$ cat src/hdl/status_irq_consts.svh
`ifndef STATUS_IRQ_CONSTS_SVH
`define STATUS_IRQ_CONSTS_SVH

// ****************************************
// register byte addresses
// ****************************************
`define OFS_IND_SYS 16'h000C
`define OFS_IND_INPUT 16'h000D
`define OFS_IND_PLL 16'h000E
`define OFS_IND_TUNE 16'h000F
`define OFS_FLG_SYS 16'h0011
`define OFS_FLG_INPUT 16'h0012
`define OFS_FLG_PLL 16'h0013
`define OFS_FLG_TUNE 16'h0014
`define OFS_MSK_SYS 16'h0017
`define OFS_MSK_INPUT 16'h0018
`define OFS_MSK_PLL 16'h0019
`define OFS_MSK_TUNE 16'h001A

// ****************************************
// field positions inside each byte
// ****************************************
`define BIT_DEVICE_TUNING 0
`define BIT_XTAL_MISSING 1
`define BIT_REF_MISSING 2
`define BIT_XTAL_LOCK_ERR 3
`define BIT_SMBUS_TIMEOUT 5
`define BIT_PLL_UNLOCK 1
`define BIT_FREERUN 5
`define BIT_PLL_TUNING 5
`define LSB_INPUT_MISSING 0
`define LSB_INPUT_OFFSET 4

// ****************************************
// reset values
// ****************************************
`define RST_BYTE 8'h00
`define RST_MASK 16'h0000
`define RST_FLAG 16'h0000

`endif

$ cat src/hdl/status_irq_pkg.sv
package status_irq_pkg;

   // one bit per status source; indicators, flags and masks share it
   typedef struct packed {
      logic [3:0] input_freq_offset;
      logic [3:0] input_missing;
      logic pll_unlock;
      logic freerun_state;
      logic pll_tuning;
      logic device_tuning;
      logic xtal_missing;
      logic ref_missing;
      logic xtal_lock_error;
      logic smbus_timeout;
   } status_s;

   // register group selected by an address, one-hot
   typedef enum logic [4:0] {
      grp_none = 5'b0_0001,
      grp_sys = 5'b0_0010,
      grp_input = 5'b0_0100,
      grp_pll = 5'b0_1000,
      grp_tune = 5'b1_0000
   } group_e;

   typedef logic [7:0] byte_t;

endpackage : status_irq_pkg

$ cat src/hdl/status_irq_ctrl.sv
`timescale 1ns/1ns
`default_nettype none
`include "status_irq_consts.svh"


module status_irq_ctrl
   import status_irq_pkg::*;
#(
   parameter int NUM_INPUTS = 4
) (
   input wire logic clk,
   input wire logic rstn,
   input wire status_s indicators,
   input wire logic [15:0] reg_addr,
   input wire logic [7:0] reg_wdata,
   input wire logic reg_write,
   input wire logic reg_read,
   output logic [7:0] reg_rdata,
   output logic interrupt_request_pin_n
);

   // ****************************************
   // parameter check
   // ****************************************
   // the byte layout has room for exactly four inputs
   generate
      if (NUM_INPUTS != 4) begin : g_bad_inputs
         $error("status_irq_ctrl supports only four inputs");
      end
   endgenerate

   // ****************************************
   // decode helpers
   // ****************************************
   // map an address onto one of four register groups of a kind
   function automatic group_e decode_group(
      input logic [15:0] addr,
      input logic [15:0] base_sys,
      input logic [15:0] base_in,
      input logic [15:0] base_pll,
      input logic [15:0] base_tune
   );
      group_e g;
      if (addr == base_sys) begin
         g = grp_sys;
      end else if (addr == base_in) begin
         g = grp_input;
      end else if (addr == base_pll) begin
         g = grp_pll;
      end else if (addr == base_tune) begin
         g = grp_tune;
      end else begin
         g = grp_none;
      end
      return g;
   endfunction : decode_group

   // place written byte bits onto the sources that the group holds
   function automatic status_s write_view(input group_e g, input byte_t d);
      status_s v;
      v = status_s'(`RST_FLAG);
      case (g)
         grp_sys: begin
            v.device_tuning = d[`BIT_DEVICE_TUNING];
            v.xtal_missing = d[`BIT_XTAL_MISSING];
            v.ref_missing = d[`BIT_REF_MISSING];
            v.xtal_lock_error = d[`BIT_XTAL_LOCK_ERR];
            v.smbus_timeout = d[`BIT_SMBUS_TIMEOUT];
         end
         grp_input: begin
            v.input_missing = d[`LSB_INPUT_MISSING +: 4];
            v.input_freq_offset = d[`LSB_INPUT_OFFSET +: 4];
         end
         grp_pll: begin
            v.pll_unlock = d[`BIT_PLL_UNLOCK];
            v.freerun_state = d[`BIT_FREERUN];
         end
         grp_tune: begin
            v.pll_tuning = d[`BIT_PLL_TUNING];
         end
         default: begin
            v = status_s'(`RST_FLAG);
         end
      endcase
      return v;
   endfunction : write_view

   // gather the sources of a group into its byte; spare bits read zero
   function automatic byte_t byte_view(input group_e g, input status_s v);
      byte_t b;
      b = `RST_BYTE;
      case (g)
         grp_sys: begin
            b[`BIT_DEVICE_TUNING] = v.device_tuning;
            b[`BIT_XTAL_MISSING] = v.xtal_missing;
            b[`BIT_REF_MISSING] = v.ref_missing;
            b[`BIT_XTAL_LOCK_ERR] = v.xtal_lock_error;
            b[`BIT_SMBUS_TIMEOUT] = v.smbus_timeout;
         end
         grp_input: begin
            b[`LSB_INPUT_MISSING +: 4] = v.input_missing;
            b[`LSB_INPUT_OFFSET +: 4] = v.input_freq_offset;
         end
         grp_pll: begin
            b[`BIT_PLL_UNLOCK] = v.pll_unlock;
            b[`BIT_FREERUN] = v.freerun_state;
         end
         grp_tune: begin
            b[`BIT_PLL_TUNING] = v.pll_tuning;
         end
         default: begin
            b = `RST_BYTE;
         end
      endcase
      return b;
   endfunction : byte_view

   // ****************************************
   // reset release
   // ****************************************
   logic rst_meta;
   logic rst_n_sync;

   // assert at once, release two edges later
   always_ff @(posedge clk or negedge rstn) begin
      if (!rstn) begin
         rst_meta <= 1'b0;
         rst_n_sync <= 1'b0;
      end else begin
         rst_meta <= 1'b1;
         rst_n_sync <= rst_meta;
      end
   end

   // ****************************************
   // address decode
   // ****************************************
   group_e ind_grp;
   group_e flg_grp;
   group_e msk_grp;
   status_s flag_field;
   status_s flag_zeros;
   status_s flag_clear;
   status_s mask_field;
   status_s mask_data;

   // each register kind has its own four addresses
   assign ind_grp = decode_group(reg_addr, `OFS_IND_SYS, `OFS_IND_INPUT, `OFS_IND_PLL,
                                 `OFS_IND_TUNE);
   assign flg_grp = decode_group(reg_addr, `OFS_FLG_SYS, `OFS_FLG_INPUT, `OFS_FLG_PLL,
                                 `OFS_FLG_TUNE);
   assign msk_grp = decode_group(reg_addr, `OFS_MSK_SYS, `OFS_MSK_INPUT, `OFS_MSK_PLL,
                                 `OFS_MSK_TUNE);

   // a zero written into a flag bit asks to clear it; a one is ignored
   assign flag_field = write_view(flg_grp, 8'hFF);
   assign flag_zeros = write_view(flg_grp, ~reg_wdata);
   assign flag_clear = reg_write ? status_s'(flag_field & flag_zeros) : status_s'(`RST_FLAG);

   // only the bits a mask register holds are touched by its write
   assign mask_field = reg_write ? write_view(msk_grp, 8'hFF) : status_s'(`RST_MASK);
   assign mask_data = write_view(msk_grp, reg_wdata);

   // ****************************************
   // interrupt masks
   // ****************************************
   status_s irq_mask;

   always_ff @(posedge clk or negedge rst_n_sync) begin
      if (!rst_n_sync) begin
         irq_mask <= status_s'(`RST_MASK);
      end else begin
         irq_mask <= status_s'((irq_mask & ~mask_field) | (mask_data & mask_field));
      end
   end

   // ****************************************
   // sticky flags
   // ****************************************
   logic [$bits(status_s)-1:0] ind_vec;
   logic [$bits(status_s)-1:0] clr_vec;
   logic [$bits(status_s)-1:0] flag_vec;
   status_s sticky_flag;

   assign ind_vec = indicators;
   assign clr_vec = flag_clear;
   assign sticky_flag = status_s'(flag_vec);

   // one sticky cell per source; a live indicator beats a clear
   generate
      for (genvar i = 0; i < $bits(status_s); i++) begin : g_sticky
         always_ff @(posedge clk or negedge rst_n_sync) begin
            if (!rst_n_sync) begin
               flag_vec[i] <= 1'b0;
            end else if (ind_vec[i]) begin
               flag_vec[i] <= 1'b1;
            end else if (clr_vec[i]) begin
               flag_vec[i] <= 1'b0;
            end
         end
      end
   endgenerate

   // ****************************************
   // interrupt pin
   // ****************************************
   logic any_unmasked;

   assign any_unmasked = |(sticky_flag & ~irq_mask);

   // registered level, low while an unmasked flag stands
   // pin level
   always_ff @(posedge clk or negedge rst_n_sync) begin
      if (!rst_n_sync) begin
         interrupt_request_pin_n <= 1'b1;
      end else begin
         interrupt_request_pin_n <= ~any_unmasked;
      end
   end

   // ****************************************
   // read path
   // ****************************************
   byte_t next_rdata;

   // unmapped addresses read zero; data holds until the next read
   always_comb begin
      next_rdata = `RST_BYTE;
      if (ind_grp != grp_none) begin
         next_rdata = byte_view(ind_grp, indicators);
      end else if (flg_grp != grp_none) begin
         next_rdata = byte_view(flg_grp, sticky_flag);
      end else if (msk_grp != grp_none) begin
         next_rdata = byte_view(msk_grp, irq_mask);
      end
   end

   always_ff @(posedge clk or negedge rst_n_sync) begin
      if (!rst_n_sync) begin
         reg_rdata <= `RST_BYTE;
      end else if (reg_read) begin
         reg_rdata <= next_rdata;
      end
   end

endmodule : status_irq_ctrl

`default_nettype wire

$ cat config.mk
export PLATFORM = sky130hd
export DESIGN_NAME = status_irq_ctrl
export DESIGN_NICKNAME = d
export VERILOG_FILES = /design/src/hdl/status_irq_pkg.sv /design/src/hdl/status_irq_ctrl.sv
export VERILOG_INCLUDE_DIRS = /design/src /design/src/hdl
export SDC_FILE = /design/constraint.sdc
export NUM_CORES = 1
export LEC_CHECK = 0
export ABC_AREA = 0
export BUFFER_PORTS_ARGS = -buffer_cell sky130_fd_sc_hd__buf_4
export CAP_MARGIN = 20
export CELL_PAD_IN_SITES_DETAIL_PLACEMENT = 1
export CELL_PAD_IN_SITES_GLOBAL_PLACEMENT = 2
export CORE_MARGIN = 2
export CORE_UTILIZATION = 36
export DETAILED_ROUTE_END_ITERATION = 7
export PLACE_DENSITY = 0.9
export SLEW_MARGIN = 20
export SYNTH_ARGS = -nofsm -noshare
export SYNTH_HDL_FRONTEND = slang
export SYNTH_SLANG_ARGS = --single-unit
$ cat constraint.sdc
create_clock -name clk -period 2.4 [get_ports clk]
set_input_delay 0.12 -clock clk [delete_from_list [all_inputs] [get_ports clk]]
set_output_delay 0.12 -clock clk [all_outputs]
set_load 0.01 [all_outputs]
Yosys cells after proc, flatten, opt, wreduce, memory -nomap -nowiden. Cells that the tools add are included.

Equality and inequality tests: 27. Multiplexer cells: 83. Bitwise operators: 9. Reductions and logical operators: 17.

Operators with widths (count): $eq A16 B5 Y1 const B (8); $mux W5 (16); $and A16 B16 Y16 (4); $eq A16 B4 Y1 const B (4); $mux W8 (7); $mux W1 (39); $mux W16 (2); $not A16 Y16 (2); $reduce_bool A2 Y1 (16); $or A16 B16 Y16 (1); $reduce_or A16 Y1 (1); $eq A5 B2 Y1 const B (3); $eq A5 B3 Y1 const B (3); $eq A5 B4 Y1 const B (3); $eq A5 B5 Y1 const B (3); $ne A5 B1 Y1 const B (3); $mux W2 (7); $pmux W1 S4 (3); $pmux W2 S2 (3); $pmux W1 S3 (3); $not A8 Y8 (1); $pmux W1 S2 (3); $not A1 Y1 (1).

Bits in registers: 43.

Longest topological paths before layout. Gate-level depths: netlist of the first run.

Word-level depth: 11. Depth in mapped cells: 7. Mapped depth without buffers: 5.

Worst setup path before layout of the first run. Ideal clock, no wire load.

Path kind: input port to flip-flop. From: in reg_addr[15]. To: reg reg_rdata[0]. Library setup time: 0.082 ns. Arrival time: 1.819 ns. Required time: 2.318 ns. Path slack: 0.499 ns. Stages on the path: 5. Buffers on the path: 1. Cells stage by stage: or4_4 -> buf_6 -> or4_4 -> or3_1 -> a31oi_1.

Word-level cells in the longest chain between the ends: 10. Elaborated cells on any way between the ends: 39.

RTL lines: from (decl) (RTL line status_irq_ctrl.sv:14) `input wire logic [15:0] reg_addr,`; $eq A16 B5 Y1 (RTL line status_irq_ctrl.sv:50) `end else if (addr == base_tune) begin`; $mux W5 (RTL line status_irq_ctrl.sv:50); $mux W5 (RTL line status_irq_ctrl.sv:48) `end else if (addr == base_pll) begin`; $mux W5 (RTL line status_irq_ctrl.sv:46) `end else if (addr == base_in) begin`; $mux W5 (RTL line status_irq_ctrl.sv:44) `if (addr == base_sys) begin`; $eq A5 B3 Y1 or $eq A5 B2 Y1 (tied branches) (RTL line status_irq_ctrl.sv:92) `case (g)`; $pmux W1 S2 (RTL line status_irq_ctrl.sv:92); $mux W8 (RTL line status_irq_ctrl.sv:233) `end else if (msk_grp != grp_none) begin`; $mux W8 (RTL line status_irq_ctrl.sv:231) `end else if (flg_grp != grp_none) begin`; $mux W8 (*) (RTL line status_irq_ctrl.sv:229) `if (ind_grp != grp_none) begin`; to (signal assigned) (RTL line status_irq_ctrl.sv:240) `` reg_rdata <= `RST_BYTE; ``; to (signal assigned) (RTL line status_irq_ctrl.sv:242) `reg_rdata <= next_rdata;`; to (decl) (RTL line status_irq_ctrl.sv:18) `output logic [7:0] reg_rdata,`.

Every way passes the cells marked *; elsewhere a longest branch is shown, timed or not. A chain may end at the register's enable or synchronous reset.

Final worst setup path of the first run.
From: in reg_addr[9]. To: reg reg_rdata[0].

The elaborated chain is that of the path after synthesis.

==> impl_metrics.yaml, run 1 <==
yosys:
  syn_area_per_cell_sq_um: 10.1
  synthesis.area_sq_mm: 0.00231
  synth_edf_count: 0
  ys_seq_area_share_pct: 46.5
  ys_ff_latch: 43
  syn_inst: 229
  yosys.area.top_type_share_pct: 45.4
  synth_nets: 273
  ys_async_sr_fraction_pct: 100
  synth.area.top_cells: "dfrtp_1 45%, mux2_2 8.3%, nand2b_1 4.3%"
  yosysUniqueCellTypes: 46
  ys_warn_count: 0
  synth.largest_area_cell: "dfrtp_1"
  synthFlopType: "dfrtp_1"
global_route:
  grt_pass1_vias: 2169
  grtUsageTotal_pct: 20.9
  antenna_found_initial: 0
  grt_pass1_wl_mm: 11.5
  grt_max_degree: 42
  grt_overflow: 0
layout:
  antenna_cells: 0
  nNetsFinal: 332
  regArea_sq_mm: 0.00108
  fin_area_sq_mm: 0.00293
  drive_above_1_share_pct: 32.5
  multi_input_area_sq_mm: 0.00112
  fill_cells: 742
  area_growth_pct: 26.7
status:
  status: "completed"
critical_path:
  required_ns: 2.63
  worst_setup_path_start_kind: "input port"
  arrival_ns: 2.06
  crit_fanout: 8
  worst-setup-path-type: "input port to flop"
  critPathCaptureType: "flop"
placed_design:
  place_congestion: 0.878
  dp.final_hpwl_mm: 5.27
  portBuffers: 52
  place_area_sq_mm: 0.00282
  dp_slack_ns: 0.256
sta:
  rsz0062_at_grt: "no"
  fin_ws_ns: 0.569
  relSlewSlack_pct: 58.7
  post-route-period-util_pct: 76.3
  timing.fmax_mhz: 546
  skew_ns: 0.00495
  setup_tns_ns: 0
  min_period_ns: 1.83
  slew_viol_final: 0
  finalSetupViolCount: 0
  finalHoldViolations: 0
  worst_slew_pin_slew_ns: 0.615
detailed_routing:
  drc: 0
  routed_wirelength_mm: 7.00
  avgViaCountPerCell: 5.62
  ant_nets: 0
  first_pass_iters: 4
  drt_iter0_drc: 162
  avgRoutedWirePerCell_um: 19.1
  num_vias: 2057
power:
  power_frac_seq_pct: 53.7
  intPower_uw: 1030
  p_per_area_mw_per_mm2: 471
  p_sw_share_pct: 25.7
  peakVddDrop_mv: 0.201
  p_leak_uw: 0.00127
  combinationalPowerShare_pct: 13.1
  power.net_switching_uw: 356
  pwr-share-clk_pct: 33.2
die:
  start_util_pct: 36.9
  ioPinCount: 53
  coreArea_sq_mm: 0.00628
  fp-row-count: 29
  die_x_um: 84.2
  fp.dieArea_sq_mm: 0.00709
  die_h_um: 84.2
run:
  maxCapViolations: 0
clocking:
  cts_tree: "built"
  clk_pin_slew_ns: 0.08
  cts.sinks: 43
  post_cts_buffers: 0
  clk_latency_ns: 0.30
  clockBufferDepth: 2
  cts-root-buf: "clkbuf_8"
  htreeDepth: 2
  numCtsBuffers: 5
min_path:
  hold_path.class: "input port to flop"
-- power groups by stage --
| stage | clock (uW) | combinational [uW] | sequential (uW) |
|---|---|---|---|
| finish | 459 | 181 | 742 |
| global route | 501 | 199 | 743 |
| CTS | 467 | 180 | 742 |
| detailed placement | 0 | 178 | 756 |
| global placement | 0 | 177 | 756 |
| floorplan | 0 | 65.6 | 768 |
-- final timing paths --
path	from	to	slack, ns	depth (start not counted)
worst min-delay path	indicators[6]	flag_vec[6]$_DFFE_PN0P_	0.007	2
max in group asynchronous	rst_n_sync$_DFF_PN0_	interrupt_request_pin_n$_DFF_PN1_	1.69	1
worst max-delay path	reg_addr[9]	reg_rdata[0]$_DFFE_PN0P_	0.57	5
worst min register to register	rst_n_sync$_DFF_PN0_	reg_rdata[6]$_DFFE_PN0P_	0.33	1
min in group asynchronous	rstn	rst_meta$_DFF_PN0_	0.13	2
worst max register to register	flop	reg_rdata[0]$_DFFE_PN0P_	1.04	5
-- per-stage QoR --
step | utilization (%) | hold slack [ns] | power [uW] | instances
3_5_place_dp | 44.9 | -0.0950 | 934 | 355
3_3_place_gp | 44.9 | -0.0976 | 932 | 355
5_1_grt | 46.7 | 0.000213 | 1440 | 366
4_1_cts | 46.4 | 0.00521 | 1390 | 364
6_report | 46.7 | 0.00664 | 1380 | 366
2_1_floorplan | - | -0.176 | 834 | 229
-- placed cells by master, fill, tap and decap left out, types with 2 or more instances in the layout --
cell type	n
a32oi_1	4
inv_1	16
clkbuf_8	5
nand2_1	18
a221oi_1	7
dlygate4sd3_1	3
nor2_1	9
o21ai_0	14
a21o_1	4
mux2i_1	9
mux2_2	17
or4_1	2
a22oi_1	2
o21bai_1	2
nor3_2	2
nor4_1	5
buf_4	62
a31oi_1	6
nand4_1	3
or4_4	2
nand3_1	4
o22ai_1	5
dfrtp_1	42
nand2b_1	16
nor2b_1	5
clkinv_2	3
a22o_1	2
-- Yosys cell counts (6+ instances only) --
library cell and n:
a31oi_1 6, inv_1 16, a221oi_1 7, clkbuf_1 11, mux2_2 17, nand2_1 18, mux2i_1 9, o21ai_0 14
dfrtp_1 42, nor2_1 9, nand2b_1 16
-- layer usage --
| metal | part of all wire (%) | vias to the layer above | GRT usage [%] |
|---|---|---|---|
| met4 | 2.3 | 0 | 6.01 |
| met2 | 48 | 68 | 32.9 |
| met3 | 5.7 | 14 | 3.93 |
| met1 | 44 | 1019 | 29.5 |
| li1 | - | 956 | - |
| met5 | 0 | - | 0 |
-- repair_timing --
action                                  4_1_cts  5_1_grt
hold buffers                                  1        2
gates resized for setup                       0        0
hold endpoints to repair                      2        2
endpoints found under the setup margin        0        0
-- worst max-delay path, stage by stage --
cell,delay [ns]
buf_4,0.10
or4_1,0.68
or4_4,0.63
or3_1,0.37
a31oi_1,0.16
-- cell families after synthesis --
logic type / after synthesis / share of synthesized area (%)
AO/OA/AOI/OAI: 52 / 15.8
buffers and inverters: 29 / 5.08
flip-flops: 43 / 46.5
multiplexers: 27 / 13.1
other: 1 / 0.162
AND/OR/NAND/NOR: 77 / 19.3
-- area by class of cell --
| cell class | count | area share [%] |
|---|---|---|
| clock buffers | 5 | 2.35 |
| clock inverters | 3 | 0.512 |
| inverters | 16 | 2.05 |
| multi-input cells | 157 | 38.2 |
| flip-flops and latches | 43 | 36.7 |
| well taps | 77 | 3.28 |
| repair buffers | 65 | 16.9 |
(Power assumes the default switching activity.)
==> run 2: changes to the inputs <==
--- a/config.mk
+++ b/config.mk
@@ -6,15 +6,15 @@
 export SDC_FILE = /design/constraint.sdc
 export NUM_CORES = 1
 export LEC_CHECK = 0
-export ABC_AREA = 0
+export ABC_AREA = 1
 export BUFFER_PORTS_ARGS = -buffer_cell sky130_fd_sc_hd__buf_4
 export CAP_MARGIN = 20
 export CELL_PAD_IN_SITES_DETAIL_PLACEMENT = 1
 export CELL_PAD_IN_SITES_GLOBAL_PLACEMENT = 2
 export CORE_MARGIN = 2
-export CORE_UTILIZATION = 36
+export CORE_UTILIZATION = 27
 export DETAILED_ROUTE_END_ITERATION = 7
-export PLACE_DENSITY = 0.9
+export PLACE_DENSITY = 0.8
 export SLEW_MARGIN = 20
 export SYNTH_ARGS = -nofsm -noshare
 export SYNTH_HDL_FRONTEND = slang
==> constraint.sdc (replaced) <==
create_clock -name clk -period 1.58 [get_ports clk]
set_input_delay 0.079 -clock clk [delete_from_list [all_inputs] [get_ports clk]]
set_output_delay 0.079 -clock clk [all_outputs]
set_load 0.01 [all_outputs]
==> impl_metrics.yaml, run 2 <==
status:
  status: "completed"
critical_path:
  regToRegSetupSlack_ns: 0.36
  r2r_start: "flag_vec[0]$_DFFE_PN0P_"
  critPathCaptureType: "flop"
  worstSetupStartpoint: "flag_vec[0]$_DFFE_PN0P_"
  crit_fanout: 3
  worst_setup_path_start_kind: "flop"
  r2r_end: "interrupt_request_pin_n$_DFF_PN1_"
  worst-setup-path-type: "flop to flop"
  required_ns: 1.82
  arrival_ns: 1.46
  r2r_cells: 3
global_route:
  grtUsageTotal_pct: 16.8
  grt_max_degree: 42
  grt_pass1_wl_mm: 13.0
  grt_overflow: 0
  antenna_found_initial: 0
  grt_pass1_vias: 2600
die:
  die_h_um: 99.7
  coreArea_sq_mm: 0.00881
  fp.dieArea_sq_mm: 0.00994
  fp-row-count: 34
  die_x_um: 99.7
  start_util_pct: 28.1
  ioPinCount: 53
yosys:
  synth_edf_count: 0
  synth_nets: 383
  ys_async_sr_fraction_pct: 100
  yosys.area_share.simple_pct: 33.7
  synthesis.area_sq_mm: 0.00247
  ys_ff_latch: 43
  yosysUniqueCellTypes: 28
  synth.largest_area_cell: "dfrtp_1"
  synthXorXnorAreaFrac_pct: 0
  synthFlopType: "dfrtp_1"
  synth-compound-area-share_pct: 12.3
  yosys.cell_count.top_type: "nand2_1"
  ys_warn_count: 0
  synth_common_cells: "85 x nand2_1, 53 x inv_1, 42 x dfrtp_1"
  ys_seq_area_share_pct: 43.6
  syn_area_per_cell_sq_um: 7.30
  syn_inst: 339
  synth_adder_area_share_pct: 0
  synth_top_family_by_area: "simple AND/OR/NAND/NOR gates"
  synth_mux_area_share_pct: 0
  synth.area.top_cells: "dfrtp_1 42%, nand2_1 13%, inv_1 8.0%"
  yosys.area.top_type_share_pct: 42.5
detailed_routing:
  wl_met2_mm: 3.84
  avgViaCountPerCell: 4.63
  avgRoutedWirePerCell_um: 14.9
  drt_iter0_drc: 77
  top_layer_used: "met4"
  met3_length_um: 235
  ant_nets: 0
  first_pass_iters: 4
  routed_wirelength_mm: 7.82
  drc: 0
  num_vias: 2428
  wl_met1_mm: 3.64
layout:
  nNetsFinal: 459
  area_growth_pct: 32.1
  mostFrequentLayoutCell: "nand2_1"
  antenna_cells: 0
  fill_cells: 1102
  drive_above_1_share_pct: 23.1
  fin_area_sq_mm: 0.00327
  layout_common_cells: "85 x nand2_1, 61 x buf_4, 53 x inv_1"
power:
  p_leak_uw: 0.00167
  power_frac_seq_pct: 49.2
  peakVddDrop_mv: 0.399
  p_sw_share_pct: 24.4
  pwr-share-clk_pct: 39.0
  p_per_area_mw_per_mm2: 691
  power.net_switching_uw: 552
  combinationalPowerShare_pct: 11.8
  intPower_uw: 1710
clocking:
  post_cts_buffers: 0
  numCtsBuffers: 5
  cts.sinks: 43
  htreeDepth: 2
  clk_latency_ns: 0.30
  cts_tree: "built"
  cts-root-buf: "clkbuf_8"
  clk_pin_slew_ns: 0.09
  clockBufferDepth: 2
  cts_resized: 0
sta:
  post-route-period-util_pct: 77.1
  setup_tns_ns: 0
  worst_slew_pin_slew_ns: 0.554
  min_period_ns: 1.22
  finalHoldViolations: 0
  slew_viol_final: 0
  timing.fmax_mhz: 821
  rsz0062_at_grt: "no"
  relSlewSlack_pct: 63.1
  skew_ns: 0.00873
  finalSetupViolCount: 0
min_path:
  hold_path.class: "input port to flop"
  holdCritStartpoint: "indicators[13]"
  whs_path_depth: 3
  hold_end: "flag_vec[13]$_DFFE_PN0P_"
placed_design:
  portBuffers: 52
  dp.final_hpwl_mm: 6.31
  place_area_sq_mm: 0.00302
  place_congestion: 0.802
run:
  maxCapViolations: 0
[run 2: cell count changes after synthesis, sizes merged, moves of 5 or more]
cell	previous run	this run
a221oi	7	0
a31oi	6	0
clkbuf	11	0
inv	16	54
mux2	17	0
mux2i	9	0
nand2	18	93
nand2b	16	0
nand3	4	31
nor2	9	50
nor2b	5	0
o21ai	14	35
[run 2: cell type report]
| class | count | area, sq um | area share, % |
|---|---|---|---|
| inverters | 54 | 203 | 6.20 |
| clock buffers | 5 | 68.8 | 2.11 |
| multi-input cells | 236 | 1140 | 35.0 |
| clock inverters | 3 | 43.8 | 1.34 |
| well taps | 108 | 135 | 4.13 |
| flip-flops and latches | 43 | 1080 | 33.0 |
| repair buffers | 75 | 598 | 18.3 |
[run 2: critical path, stage by stage (launching register included)]
cell and delay (ns):
dfrtp_1 0.42, a22o_1 0.25, nor4_1 0.30, and2_1 0.19
[run 2: worst max path at each step]
stage                                                    to  cells after the start
after CTS                 interrupt_request_pin_n$_DFF_PN1_                      3
after global placement             reg_rdata[5]$_DFFE_PN0P_                     11
final                     interrupt_request_pin_n$_DFF_PN1_                      3
after detailed placement           flag_vec[14]$_DFFE_PN0P_                     10
after global routing      interrupt_request_pin_n$_DFF_PN1_                      5
after floorplan                  asynchronous set/reset pin                      0
[run 2: layer usage]
metal | track usage (%) | up-vias
met5 | 0 | -
li1 | - | 1216
met2 | 28.5 | 41
met4 | 3.48 | 0
met3 | 2.67 | 11
met1 | 22.7 | 1160
[run 2: per-stage QoR]
stage / power, uW / hold slack [ns] / setup WS, ns / instances / util (%)
2_1_floorplan: 1230 / -0.217 / 0.297 / 339 / -
3_3_place_gp: 1370 / -0.138 / 0.117 / 502 / 34.2
3_5_place_dp: 1380 / -0.137 / 0.118 / 502 / 34.2
4_1_cts: 2280 / 0.000368 / 0.334 / 523 / 37.0
5_1_grt: 2360 / 0.00385 / 0.192 / 524 / 37.1
6_report: 2260 / 0.00176 / 0.362 / 524 / 37.1
[run 2: what timing repair did]
item | CTS | global route
hold buffers | 13 | 1
setup endpoints to repair | 0 | 0
endpoints found under the hold margin | 14 | 1
[run 2: logic make-up after synthesis]
kind of cell | count (synthesis)
compound gates | 54
simple gates | 181
flops | 43
buf+inv | 60
other cells | 1
[run 2: power groups by stage]
stage | clock network, uW | logic, uW | registers, uW
finish | 882 | 266 | 1110
global route | 948 | 295 | 1110
CTS | 898 | 268 | 1110
detailed placement | 0 | 243 | 1130
global placement | 0 | 240 | 1130
floorplan | 0 | 76.7 | 1150
==> run 3: changes to the inputs <==
--- a/config.mk
+++ b/config.mk
@@ -12,9 +12,9 @@
 export CELL_PAD_IN_SITES_DETAIL_PLACEMENT = 1
 export CELL_PAD_IN_SITES_GLOBAL_PLACEMENT = 2
 export CORE_MARGIN = 2
-export CORE_UTILIZATION = 27
+export CORE_UTILIZATION = 30
 export DETAILED_ROUTE_END_ITERATION = 7
-export PLACE_DENSITY = 0.8
+export PLACE_DENSITY = 0.84
 export SLEW_MARGIN = 20
 export SYNTH_ARGS = -nofsm -noshare
 export SYNTH_HDL_FRONTEND = slang
==> constraint.sdc (replaced) <==
create_clock -name clk -period 1.15 [get_ports clk]
set_input_delay 0.0575 -clock clk [delete_from_list [all_inputs] [get_ports clk]]
set_output_delay 0.0575 -clock clk [all_outputs]
set_load 0.01 [all_outputs]
==> impl_metrics.yaml, run 3 (synthesis results as in run 2) <==
power:
  pwr-share-clk_pct: 37.8
  combinationalPowerShare_pct: 13.4
  p_leak_uw: 0.00184
  total_power_uw: 3130
  p_sw_share_pct: 23.6
  peakVddDrop_mv: 0.648
  power_frac_seq_pct: 48.8
  p_per_area_mw_per_mm2: 874
  intPower_uw: 2390
  power.net_switching_uw: 737
layout:
  fin_area_sq_mm: 0.00358
  layout_common_cells: "88 x buf_4, 85 x nand2_1, 49 x inv_1"
  regArea_sq_mm: 0.00108
  fill_cells: 1052
  antenna_cells: 0
  stdcell_count: 557
  fin_util_pct: 44.2
  mostFrequentLayoutCell: "buf_4"
  multi_input_area_sq_mm: 0.00117
  drive_above_1_share_pct: 29.2
  area_growth_pct: 44.8
  nNetsFinal: 495
sta:
  min_period_ns: 1.12
  finalHoldViolations: 0
  rsz0062_at_grt: "yes"
  timing.fmax_mhz: 895
  slew_viol_final: 0
  skew_ns: 0.00570
  post-route-period-util_pct: 97.2
  finalSetupViolCount: 0
clocking:
  numCtsBuffers: 5
  clockBufferDepth: 2
  cts-root-buf: "clkbuf_8"
  cts.sinks: 43
  clk_latency_ns: 0.30
  htreeDepth: 2
  cts_tree: "built"
  clk_pin_slew_ns: 0.08
placed_design:
  dp.final_hpwl_mm: 6.43
  place_area_sq_mm: 0.00321
  dp_cells: 525
  portBuffers: 52
  place_congestion: 0.814
min_path:
  hold_path.class: "input port to flop"
critical_path:
  worst-setup-path-type: "flop to flop"
  arrival_ns: 1.36
  worst_setup_path_start_kind: "flop"
  critPathCaptureType: "flop"
  regToRegSetupSlack_ns: 0.03
  required_ns: 1.39
  path_cells: "inv_2, a22o_1, nor4_2, and2_1"
  cpPeakStageDelay_ns: 0.39
  crit_fanout: 2
  cp_slowest_cell: "dfrtp_1"
detailed_routing:
  num_vias: 2591
  drc: 0
  ant_nets: 0
  routed_wirelength_mm: 8.23
  drt_iter0_drc: 105
  avgRoutedWirePerCell_um: 14.8
  avgViaCountPerCell: 4.65
  first_pass_iters: 4
die:
  die_h_um: 94.8
  die_x_um: 94.8
  fp-row-count: 33
  coreArea_sq_mm: 0.00809
  start_util_pct: 30.6
  fp.dieArea_sq_mm: 0.00899
  ioPinCount: 53
global_route:
  grt_overflow: 0
  grt_pass1_wl_mm: 13.4
  antenna_found_initial: 0
  grt_max_degree: 25
  grtUsageTotal_pct: 19.5
  grt_pass1_vias: 2725
run:
  maxCapViolations: 0
status:
  status: "completed"
run 3: changes by cell type in the layout (fill, tap and decap cells not counted), sizes merged:
cell         change
buf             +28
clkbuf           +2
clkinv           -2
dlygate4sd3      +8
run 3: final timing paths:
path,cells past startpoint,to,start
hold / removal,3,flop,reg_wdata[5]
max in group asynchronous,1,flag_vec[6]$_DFFE_PN0P_,rst_n_sync$_DFF_PN0_
setup reg to reg,4,interrupt_request_pin_n$_DFF_PN1_,flop
setup / recovery,4,interrupt_request_pin_n$_DFF_PN1_,flop
hold reg to reg,1,flag_vec[14]$_DFFE_PN0P_,rst_n_sync$_DFF_PN0_
min in group asynchronous,2,rst_n_sync$_DFF_PN0_,rstn
run 3: stage by stage:
stage | setup slack (ns) | setup TNS (ns) | hold slack [ns]
2_1_floorplan | 0.0703 | 0 | -0.238
3_3_place_gp | -0.203 | -3.20 | -0.160
3_5_place_dp | -0.261 | -4.99 | -0.159
4_1_cts | 0.0263 | 0 | 0.00182
5_1_grt | -0.0638 | -0.150 | 0.0347
6_report | 0.0324 | 0 | 0.000831
run 3: area by class of cell:
cell class,count,area share [%]
Multi-Input combinational cell,236,32.6
Sequential cell,43,30.1
Timing Repair Buffer,111,25.0
Inverter,54,5.66
Tap cell,105,3.67
Clock buffer,7,2.13
Clock inverter,1,0.839
run 3: layer usage:
metal | vias to the layer above | GRT usage, % | share of wire, %
met2 | 50 | 33.3 | 49
met3 | 7 | 2.87 | 3.8
met1 | 1244 | 26.0 | 46
met5 | - | 0 | 0
met4 | 0 | 4.47 | 0.92
li1 | 1290 | - | -
run 3: what timing repair did:
action	in CTS	in global routing
endpoints found under the hold margin	25	0
setup buffers	0	2
pin swaps	1	4
resized for setup	1	14
endpoints found under the setup margin	1	12
cloned	0	0
hold buffers	22	0
run 3: power groups by stage:
stage	Clock, uW	Combinational [uW]	Sequential (uW)
after floorplan	0	105	1580
after global placement	0	352	1560
after detailed placement	0	359	1560
after CTS	1220	419	1530
after global routing	1280	461	1530
final	1180	419	1530
run 3: critical path, delay by kind of cell (launching register included):
family          cells  cell delay (ns)
compound gates      1             0.21
buf+inv             1             0.05
flops               1             0.39
simple gates        2             0.41
